### config.mk
export PLATFORM = sky130hd
export DESIGN_NAME = multi_queue_flag_status
export DESIGN_NICKNAME = d
export VERILOG_FILES = /design/src/verilog/mq_flag_pkg.sv /design/src/verilog/multi_queue_flag_status.sv
export VERILOG_INCLUDE_DIRS = /design/src /design/src/verilog
export SDC_FILE = /design/constraint.sdc
export NUM_CORES = 2
export LEC_CHECK = 0
export BUFFER_PORTS_ARGS = -buffer_cell sky130_fd_sc_hd__buf_2
export CAP_MARGIN = 20
export CORE_ASPECT_RATIO = 1.25
export CORE_UTILIZATION = 64
export DETAILED_ROUTE_END_ITERATION = 8
export PLACE_DENSITY = 0.82
export SETUP_SLACK_MARGIN = 0.02
export SYNTH_ARGS = -nofsm -noshare
export SYNTH_HDL_FRONTEND = slang
export SYNTH_SLANG_ARGS = --single-unit
### constraint.sdc
create_clock -name clk -period 4.45 [get_ports clk]
set_clock_uncertainty 0.05 [all_clocks]
set_input_delay 0.6675 -clock clk [delete_from_list [all_inputs] [get_ports clk]]
set_output_delay 0.6675 -clock clk [all_outputs]
set_load 0.05 [all_outputs]
### src/verilog/mq_flag_consts.svh
// Constants for the multi-queue flag and status block: queue geometry,
// register offsets, field positions, reset values and cycle counts.
// Assumes it is included by bare name into design files only.
`ifndef MQ_FLAG_CONSTS_SVH
`define MQ_FLAG_CONSTS_SVH

// Queue geometry: 16 queues in two sectors of 8
`define MQ_NQ 16
`define MQ_QW 4
`define MQ_SECT 8

// Read queue change to valid flag tracking the new queue, in clocks
`define MQ_OV_DELAY 2'h2

// Register bus geometry and byte offsets
`define MQ_AXI_AW 8
`define MQ_ADDR_CTRL 8'h00
`define MQ_ADDR_AE 8'h04
`define MQ_ADDR_AF 8'h08
`define MQ_ADDR_STAT 8'h0C

// Control register: bit that lets the valid flag and both flag buses drive their wires
`define MQ_CTRL_DRV 0
`define MQ_CTRL_DRV_RST 1'h1

// Threshold registers: width and reset values
`define MQ_THR_W 16
`define MQ_AE_RST 16'h0008
`define MQ_AF_RST 16'h0008

// Bus responses
`define MQ_RESP_OKAY 2'h0
`define MQ_RESP_SLVERR 2'h2

// Status register field positions
`define MQ_ST_PKT 0
`define MQ_ST_POLL 1
`define MQ_ST_INW 2
`define MQ_ST_OUTW 4
`define MQ_ST_RQ 6
`define MQ_ST_WQ 10
`define MQ_ST_RSEC 14
`define MQ_ST_WSEC 15
`define MQ_ST_CFGERR 16

`endif

### src/verilog/mq_flag_pkg.sv
// Types shared by the multi-queue flag and status block.
// Assumes nothing of its surroundings.
package mq_flag_pkg;

    // Port width chosen by the straps at master reset
    typedef enum logic [1:0] {W9, W18, W36} port_width_e;

endpackage

### src/verilog/multi_queue_flag_status.sv
// Flag and status logic of a 16-queue FIFO, with an AXI4-Lite slave.
// Assumes one clock for both ports, host pins arriving asynchronously,
// and a bench that resolves the valid flag and flag bus wires from their output enables.
`include "mq_flag_consts.svh"
`timescale 1ns/1ns
`default_nettype none

module multi_queue_flag_status #(
    parameter int QUEUE_DEPTH = 1024
) (
    input wire logic clk,
    input wire logic rst,
    input wire logic ce,
    input wire logic [`MQ_AXI_AW-1:0] s_axi_awaddr,
    input wire logic s_axi_awvalid,
    output logic s_axi_awready,
    input wire logic [31:0] s_axi_wdata,
    input wire logic [3:0] s_axi_wstrb,
    input wire logic s_axi_wvalid,
    output logic s_axi_wready,
    output logic [1:0] s_axi_bresp,
    output logic s_axi_bvalid,
    input wire logic s_axi_bready,
    input wire logic [`MQ_AXI_AW-1:0] s_axi_araddr,
    input wire logic s_axi_arvalid,
    output logic s_axi_arready,
    output logic [31:0] s_axi_rdata,
    output logic [1:0] s_axi_rresp,
    output logic s_axi_rvalid,
    input wire logic s_axi_rready,
    input wire logic master_reset_n,
    input wire logic partial_reset_n,
    input wire logic input_width_select,
    input wire logic output_width_select,
    input wire logic bus_match_select,
    input wire logic flag_mode_select,
    input wire logic packet_mode_select,
    input wire logic [`MQ_QW-1:0] write_queue_address,
    input wire logic write_address_enable,
    input wire logic [`MQ_QW-1:0] read_queue_address,
    input wire logic read_address_enable,
    input wire logic write_flag_sector_strobe,
    input wire logic read_flag_sector_strobe,
    input wire logic write_strobe,
    input wire logic read_strobe,
    input wire logic packet_start_marker,
    input wire logic packet_end_marker,
    input wire logic read_packet_end,
    output logic output_valid_flag,
    output logic output_valid_flag_oe,
    output logic almost_empty_flag,
    output logic almost_full_flag,
    output logic packet_ready_flag,
    output logic [`MQ_SECT-1:0] almost_empty_flag_bus,
    output logic almost_empty_flag_bus_oe,
    output logic [`MQ_SECT-1:0] almost_full_flag_bus,
    output logic almost_full_flag_bus_oe
);

    localparam int CW = $clog2(QUEUE_DEPTH + 1);
    localparam int SYNC_W = 2 * `MQ_QW + 16;
    localparam logic [CW-1:0] DEPTH_C = CW'(QUEUE_DEPTH);
    localparam logic [`MQ_THR_W-1:0] DEPTH_T = `MQ_THR_W'(QUEUE_DEPTH);

    logic [SYNC_W-1:0] sync1_q;
    logic [SYNC_W-1:0] sync2_q;
    logic mrs_n_s, prs_n_s, iw_s, ow_s, bm_s, fm_s, pkt_s;
    logic [`MQ_QW-1:0] wqa_s, rqa_s;
    logic wae_s, rae_s, wfs_s, rfs_s, ws_s, rs_s, psm_s, pem_s, rpe_s;
    logic mr;
    mq_flag_pkg::port_width_e in_w_q, out_w_q;
    logic pkt_req_q, pkt_mode_q, polled_q;
    logic [`MQ_QW-1:0] wq_q, rq_q;
    logic [1:0] ov_dly_q;
    logic in_pkt_q;
    logic rd_sec_q, wr_sec_q;
    logic [`MQ_NQ-1:0] emp_st, ae_st, af_st, pr_st;
    logic [`MQ_NQ-1:0] rbus_src;
    logic drv_q;
    logic [`MQ_THR_W-1:0] ae_thr_q, af_thr_q;
    logic wr_take;
    logic rd_take;
    logic [31:0] stat;

    // Every host pin crosses in through two flops; only stage two is read
    always_ff @(posedge clk) begin
        if (rst) begin
            sync1_q <= '0;
            sync2_q <= '0;
        end else if (ce) begin
            sync1_q <= {master_reset_n, partial_reset_n, input_width_select,
                        output_width_select, bus_match_select,
                        flag_mode_select, packet_mode_select,
                        write_queue_address, write_address_enable,
                        read_queue_address, read_address_enable,
                        write_flag_sector_strobe, read_flag_sector_strobe,
                        write_strobe, read_strobe, packet_start_marker,
                        packet_end_marker, read_packet_end};
            sync2_q <= sync1_q;
        end
    end

    assign {mrs_n_s, prs_n_s, iw_s, ow_s, bm_s, fm_s, pkt_s, wqa_s, wae_s,
            rqa_s, rae_s, wfs_s, rfs_s, ws_s, rs_s, psm_s, pem_s,
            rpe_s} = sync2_q;

    // Master reset: the bus reset or the master reset pin held low
    assign mr = rst | ~mrs_n_s;

    // Straps follow their pins while master reset lasts, then hold
    always_ff @(posedge clk) begin
        if (rst) begin
            in_w_q <= mq_flag_pkg::W36;
            out_w_q <= mq_flag_pkg::W36;
            pkt_req_q <= 1'b0;
            pkt_mode_q <= 1'b0;
            polled_q <= 1'b0;
        end else if (ce && mr) begin
            polled_q <= fm_s;
            pkt_req_q <= pkt_s;
            // A packet request is honoured only with x36 on both sides
            pkt_mode_q <= pkt_s & ~bm_s;
            if (!bm_s) begin
                in_w_q <= mq_flag_pkg::W36;
                out_w_q <= mq_flag_pkg::W36;
            end else if (!iw_s) begin
                in_w_q <= mq_flag_pkg::W36;
                out_w_q <= ow_s ? mq_flag_pkg::W9 : mq_flag_pkg::W18;
            end else begin
                in_w_q <= ow_s ? mq_flag_pkg::W9 : mq_flag_pkg::W18;
                out_w_q <= mq_flag_pkg::W36;
            end
        end
    end

    // Queue selection on both ports; a read select restarts valid delay
    always_ff @(posedge clk) begin
        if (mr) begin
            wq_q <= '0;
            rq_q <= '0;
            ov_dly_q <= `MQ_OV_DELAY;
        end else if (ce) begin
            if (wae_s) begin
                wq_q <= wqa_s;
            end
            if (rae_s) begin
                rq_q <= rqa_s;
                ov_dly_q <= `MQ_OV_DELAY;
            end else if (ov_dly_q != 2'h0) begin
                ov_dly_q <= ov_dly_q - 2'h1;
            end
        end
    end

    // Open-packet tracking; the host keeps a packet in one queue
    always_ff @(posedge clk) begin
        if (mr) begin
            in_pkt_q <= 1'b0;
        end else if (ce && ws_s && pkt_mode_q) begin
            // An end marker closes the packet, even a one-word packet
            if (pem_s) begin
                in_pkt_q <= 1'b0;
            end else if (psm_s) begin
                in_pkt_q <= 1'b1;
            end
        end
    end

    // Per-queue occupancy and complete-packet counts
    for (genvar q = 0; q < `MQ_NQ; q++) begin : g_queue
        logic [CW-1:0] cnt_q;
        logic [CW-1:0] pkts_q;
        logic wsel, rsel, wr_ok, rd_ok, pkt_done, pkt_gone;
        logic [`MQ_THR_W-1:0] cnt_t;

        assign wsel = (wq_q == `MQ_QW'(q));
        assign rsel = (rq_q == `MQ_QW'(q));
        assign wr_ok = ws_s & wsel & (cnt_q != DEPTH_C);
        assign rd_ok = rs_s & rsel & (cnt_q != '0);
        assign pkt_done = wr_ok & pkt_mode_q & pem_s & (in_pkt_q | psm_s);
        assign pkt_gone = rd_ok & pkt_mode_q & rpe_s & (pkts_q != '0);
        assign cnt_t = `MQ_THR_W'(cnt_q);

        // Partial reset needs the queue selected on both ports first
        always_ff @(posedge clk) begin
            if (mr) begin
                cnt_q <= '0;
                pkts_q <= '0;
            end else if (ce) begin
                if (!prs_n_s && wsel && rsel) begin
                    cnt_q <= '0;
                    pkts_q <= '0;
                end else begin
                    cnt_q <= cnt_q + CW'(wr_ok) - CW'(rd_ok);
                    pkts_q <= pkts_q + CW'(pkt_done) - CW'(pkt_gone);
                end
            end
        end

        assign emp_st[q] = (cnt_q == '0);
        assign ae_st[q] = (cnt_t <= ae_thr_q);
        assign af_st[q] = (af_thr_q >= DEPTH_T) ||
                          (cnt_t >= DEPTH_T - af_thr_q);
        assign pr_st[q] = (pkts_q != '0);
    end

    // Read bus carries packet-ready status in packet mode
    assign rbus_src = pkt_mode_q ? ~pr_st : ~ae_st;

    // Discrete flags, registered so they change only on the clock edge
    always_ff @(posedge clk) begin
        if (mr) begin
            output_valid_flag <= 1'b1;
            almost_empty_flag <= 1'b1;
            almost_full_flag <= 1'b1;
            packet_ready_flag <= 1'b1;
        end else if (ce) begin
            // Held invalid while the output path refills after a select
            output_valid_flag <= (ov_dly_q != 2'h0) | emp_st[rq_q];
            almost_empty_flag <= ~ae_st[rq_q];
            almost_full_flag <= ~af_st[wq_q];
            // Inactive high outside packet mode
            packet_ready_flag <= ~(pkt_mode_q & pr_st[rq_q]);
        end
    end

    // Sector choice: strobe driven when direct, free running when polled
    always_ff @(posedge clk) begin
        if (mr) begin
            rd_sec_q <= 1'b0;
            wr_sec_q <= 1'b0;
        end else if (ce) begin
            if (polled_q) begin
                rd_sec_q <= ~rd_sec_q;
                wr_sec_q <= ~wr_sec_q;
            end else begin
                if (rfs_s) begin
                    rd_sec_q <= rqa_s[`MQ_QW-1];
                end
                if (wfs_s) begin
                    wr_sec_q <= wqa_s[`MQ_QW-1];
                end
            end
        end
    end

    // Flag buses show one sector, one line per queue of that sector, chosen apart from the selected queue
    always_ff @(posedge clk) begin
        if (mr) begin
            almost_empty_flag_bus <= '1;
            almost_full_flag_bus <= '1;
        end else if (ce) begin
            almost_empty_flag_bus <= rbus_src[rd_sec_q*`MQ_SECT +: `MQ_SECT];
            almost_full_flag_bus <= ~af_st[wr_sec_q*`MQ_SECT +: `MQ_SECT];
        end
    end

    // The valid flag and both flag buses release their wires when software turns driving off,
    // which lets several devices share one flag wiring
    assign output_valid_flag_oe = drv_q;
    assign almost_empty_flag_bus_oe = drv_q;
    assign almost_full_flag_bus_oe = drv_q;

    // Write channel: address and data taken together, one at a time
    assign wr_take = ce & s_axi_awvalid & s_axi_wvalid & ~s_axi_bvalid;
    assign s_axi_awready = wr_take;
    assign s_axi_wready = wr_take;

    always_ff @(posedge clk) begin
        if (rst) begin
            drv_q <= `MQ_CTRL_DRV_RST;
            ae_thr_q <= `MQ_AE_RST;
            af_thr_q <= `MQ_AF_RST;
            s_axi_bvalid <= 1'b0;
            s_axi_bresp <= `MQ_RESP_OKAY;
        end else if (ce) begin
            if (wr_take) begin
                s_axi_bvalid <= 1'b1;
                s_axi_bresp <= `MQ_RESP_OKAY;
                // Only the low byte lane matters for the control bit
                unique case (s_axi_awaddr)
                    `MQ_ADDR_CTRL: begin
                        if (s_axi_wstrb[0]) begin
                            drv_q <= s_axi_wdata[`MQ_CTRL_DRV];
                        end
                    end
                    `MQ_ADDR_AE: begin
                        for (int b = 0; b < 2; b++) begin
                            if (s_axi_wstrb[b]) begin
                                ae_thr_q[b*8 +: 8] <= s_axi_wdata[b*8 +: 8];
                            end
                        end
                    end
                    `MQ_ADDR_AF: begin
                        for (int b = 0; b < 2; b++) begin
                            if (s_axi_wstrb[b]) begin
                                af_thr_q[b*8 +: 8] <= s_axi_wdata[b*8 +: 8];
                            end
                        end
                    end
                    `MQ_ADDR_STAT: begin
                        s_axi_bresp <= `MQ_RESP_OKAY;
                    end
                    default: begin
                        s_axi_bresp <= `MQ_RESP_SLVERR;
                    end
                endcase
            end else if (s_axi_bready) begin
                s_axi_bvalid <= 1'b0;
            end
        end
    end

    // Status word: latched configuration and live selections
    always_comb begin
        stat = '0;
        stat[`MQ_ST_PKT] = pkt_mode_q;
        stat[`MQ_ST_POLL] = polled_q;
        stat[`MQ_ST_INW +: 2] = in_w_q;
        stat[`MQ_ST_OUTW +: 2] = out_w_q;
        stat[`MQ_ST_RQ +: `MQ_QW] = rq_q;
        stat[`MQ_ST_WQ +: `MQ_QW] = wq_q;
        stat[`MQ_ST_RSEC] = rd_sec_q;
        stat[`MQ_ST_WSEC] = wr_sec_q;
        // Packet mode asked for without x36 on both ports
        stat[`MQ_ST_CFGERR] = pkt_req_q & ~pkt_mode_q;
    end

    // Read channel: one read under way, answered the next cycle
    assign rd_take = ce & s_axi_arvalid & ~s_axi_rvalid;
    assign s_axi_arready = rd_take;

    always_ff @(posedge clk) begin
        if (rst) begin
            s_axi_rvalid <= 1'b0;
            s_axi_rdata <= '0;
            s_axi_rresp <= `MQ_RESP_OKAY;
        end else if (ce) begin
            if (rd_take) begin
                s_axi_rvalid <= 1'b1;
                s_axi_rresp <= `MQ_RESP_OKAY;
                unique case (s_axi_araddr)
                    `MQ_ADDR_CTRL: s_axi_rdata <= 32'(drv_q);
                    `MQ_ADDR_AE: s_axi_rdata <= 32'(ae_thr_q);
                    `MQ_ADDR_AF: s_axi_rdata <= 32'(af_thr_q);
                    `MQ_ADDR_STAT: s_axi_rdata <= stat;
                    default: begin
                        s_axi_rdata <= '0;
                        s_axi_rresp <= `MQ_RESP_SLVERR;
                    end
                endcase
            end else if (s_axi_rready) begin
                s_axi_rvalid <= 1'b0;
            end
        end
    end
endmodule

`default_nettype wire
==> implementation parameters <==
Parameter                              Value

STA
  Final max-slew violation count    0
  Unrepaired setup endpoints after global routing    true
  Tightest Pin Transition    1.17 ns
  Number of setup violations in the final report    0
  Final period util    0.956
  Slew margin rel.    0.218
  Count of final hold-check violations    0
  Min Clock Period, post-route    4.25 ns
  Upper clock frequency limit    235 MHz
  Worst slack on hold paths    approximately 0.22 ns

CTS
  H-tree depth    2
  Clock net sink count    494
  Maximum buffer depth of the clock tree    3
  Clk Latency, worst-skew pair    between 0.6 and 0.7 ns
  Clk pin slew, worst setup/hold paths    0.06 ns
  Hold bufs inserted after CTS    0
  Number of buffers inserted during clock tree synthesis    54
  CTS tree    done
  Clock root buffer master    clkbuf_16

Floorplanning
  Floorplan die width    233 µm
  Core area    65800 µm²
  Initial Util    0.650
  Die ar.    67900 µm²
  Row count    105
  Die height    just under 300 µm
  Number of placed I/O pins    148

Place
  Placement-stage cell area    45200 µm²
  Routability congestion estimate from global placement    1.03
  Buffers added on ports    112
  Detail Placement HPWL    93100 µm

Global routing
  Antenna violations before repair    4
  Largest net degree at the start of global routing    110
  Total congestion overflow    0
  First-pass GRT wire length    200000 µm
  Vias in the first global route    39000
  Total global routing track utilization    0.368

Logic synthesis
  Dominant synthesized flop cell    dfxtp_1
  Sequential element share of the synthesized area    0.231
  Number of flops mapped to enable cells by yosys    0
  Ys async rst share    0
  Instance count of the mapped netlist    around 5200
  Synthesis warning total    0
  Mapped cell area    42800 µm²
  Seq cells post-synth    about 490
  Syn avg cell area    8.19 µm²
  Netlist cell types    72

Worst setup path
  Required time worst endpoint    between 4 and 5 ns
  Critical path capture point type    register
  Depth of the worst register-to-register path    21
  Class of the most critical setup path    register to register
  Crit Path Max Fanout    5
  FF-to-FF setup slack    0.20 ns
  Reg-to-reg critical path startpoint    g_queue[9].cnt_q[9]$_SDFFE_PN0P_
  Worst r2r dst    g_queue[9].pkts_q[10]$_SDFFE_PN0P_
  Arrival time at the worst endpoint    4.76 ns
  CP Launch Type    register

Run
  Total of max-cap violations    0

Detailed routing
  Routed wire length per instance    20.3 µm
  First-pass iteration count of the detailed router    7
  Vias per Instance    approximately 6.4
  Via count    40400
  Number of DRC violations after detailed-routing iteration 0    3436
  Number of remaining DRC errors    0
  WL final    128000 µm
  Antenna-violating nets left    0

Power
  Share of total power in the clock network    0.494
  Static Leakage    19.7 nW
  Sequential share of power    0.467
  Cell internal pwr    between 0.007 and 0.008 W
  Sw frac    0.242
  Total net switching power    0.00232 W
  Portion of total power attributed to combinational logic    0.040
  Power density of the placed cells    around 200 nW/µm²
  Worst IR Drop VDD    between 300 and 400 µV

Hold path
  Hold Path Depth    3
  Worst Hold Class    primary input to register
  Worst hold endpoint    sync1_q[0]$_SDFFE_PP0P_
  Worst min-delay path startpoint    read_packet_end

Cells and area
  Fillers    5073
  Post-Layout Inst Area    47400 µm²
  Share of final-layout standard cells stronger than drive strength 1    0.0922
  Area taken by multi-input logic gates    30400 µm²
  Most frequent standard cell in the layout excluding fill and tap cells    ha_1
  Sequential cell area    9900 µm²
  Layout-stage area growth over the synthesis result    10.8%
  Total Nets Final    6363
  Most frequent cells in the layout    ha_1 (834), inv_1 (584), dfxtp_1 (483), nor2_1 (468), a21oi_1 (391)

Outcome
  Outcome    completed
-- kinds of logic (layout without fill, tap and decap cells) --
group	after synthesis	after routing	synth area share
mux	114	114	0.0289
flops	494	494	0.231
compound gates	1446	1446	0.223
other cells	1	20	0.0000876
buf+inv	764	979	0.0688
fa+ha+maj	866	866	0.259
simple gates	1367	1367	0.154
xor+xnor	172	172	0.0352
-- worst max-delay path: stages, from the launching register on --
cell,delay (ns)
dfxtp_1,0.46
inv_1,0.10
ha_1,0.20
nand4_1,0.13
nor4_1,0.07
buf_4,0.19
nor3_2,0.39
and4_1,0.27
ha_1,0.25
inv_1,0.07
ha_1,0.15
inv_1,0.05
fa_1,0.37
nand2b_1,0.17
a21oi_1,0.18
o21ai_0,0.12
a21oi_1,0.21
o211ai_1,0.13
nand2_1,0.12
o41ai_1,0.09
nor3_1,0.23
a2bb2oi_1,0.17
-- repair_timing --
| action | in CTS | in global routing |
|---|---|---|
| setup endpoints to repair | 0 | 43 |
| setup buffers | 0 | 1 |
| gates resized for setup | 0 | 71 |
-- layout make-up --
class / instances / share of cell area
diodes: 3 / 0.000158
clock buffers: 75 / 0.0336
flip-flops and latches: 494 / 0.209
clock inverters: 23 / 0.00470
inverters: 588 / 0.0467
repair buffers: 293 / 0.0422
well taps: 856 / 0.0226
multi-input cells: 3982 / 0.641
-- how the worst max path moves through the flow --
stage / startpoint / endpoint / slack, ns / depth (start not counted)
after floorplan: af_thr_q[0]$_SDFFE_PP0P_ / almost_full_flag$_SDFFE_PN1P_ / 0.38 / 15
after global placement: rq_q[1]$_SDFFE_PN0P_ / g_queue[5].pkts_q[10]$_SDFFE_PN0P_ / 0.18 / 19
after detailed placement: g_queue[9].cnt_q[8]$_SDFFE_PN0P_ / g_queue[9].pkts_q[10]$_SDFFE_PN0P_ / 0.08 / 21
after CTS: rq_q[1]$_SDFFE_PN0P_ / g_queue[5].pkts_q[10]$_SDFFE_PN0P_ / 0.06 / 19
after global routing: g_queue[13].cnt_q[9]$_SDFFE_PN0P_ / g_queue[13].pkts_q[10]$_SDFFE_PN0P_ / -0.04 / 20
final: g_queue[9].cnt_q[9]$_SDFFE_PN0P_ / g_queue[9].pkts_q[10]$_SDFFE_PN0P_ / 0.20 / 21
-- flip-flops by register name, indices dropped and copies added (netlist names), 2 cells and up --
signal and flops:
g_queue.cnt_q 176, g_queue.pkts_q 176, sync1_q 24, sync2_q 24, s_axi_rdata 17, ae_thr_q 16
af_thr_q 16, almost_empty_flag_bus 8, almost_full_flag_bus 8, rq_q 4, wq_q 4, in_w_q 2
out_w_q 2, ov_dly_q 2
-- power by group through the flow --
| stage | sequential, W | clock, W | combinational, W |
|---|---|---|---|
| 2_1_floorplan | 0.00457 | 0 | 0.000238 |
| 6_report | 0.00447 | 0.00473 | 0.000378 |
| 5_1_grt | 0.00447 | 0.00494 | 0.000399 |
| 3_5_place_dp | 0.00457 | 0 | 0.000367 |
| 3_3_place_gp | 0.00456 | 0 | 0.000363 |
| 4_1_cts | 0.00447 | 0.00475 | 0.000369 |
-- cell usage after synthesis (all sizes together) (98+ instances only) --
master  number  area, µm²
nor2       471       1770
inv        585       2200
o21bai      98        736
xor2       122       1070
nand2b     149        932
a22oi      120        901
ha         834      10400
nand2      278       1040
a21oi      394       1970
clkbuf     147        553
dfxtp      494       9890
a21o       106        796
o21ai      197        986
-- routing by layer --
layer  vias to the layer above  routed length, µm  global-route usage  share of wire
li1                      19200                  -                   -              -
met2                      1676              58400               0.612           0.46
met3                       580              11500              0.0827          0.090
met5                         -                 13                   0        0.00010
met1                     18900              49000               0.424           0.38
met4                         2               9050               0.230          0.071
-- per-stage QoR --
stage | utilization | power [W] | TNS [ns] | setup slack [ns] | instances
floorplan | - | 0.00481 | 0 | 0.376 | 5240
global placement | 0.687 | 0.00493 | 0 | 0.183 | 6210
detailed placement | 0.687 | 0.00493 | 0 | 0.0812 | 6210
CTS | 0.715 | 0.00958 | 0 | 0.0640 | 6308
global route | 0.720 | 0.00980 | -0.143 | -0.0450 | 6314
finish | 0.720 | 0.00957 | 0 | 0.196 | 6314
Note: power is estimated with default switching activity, not from simulation.
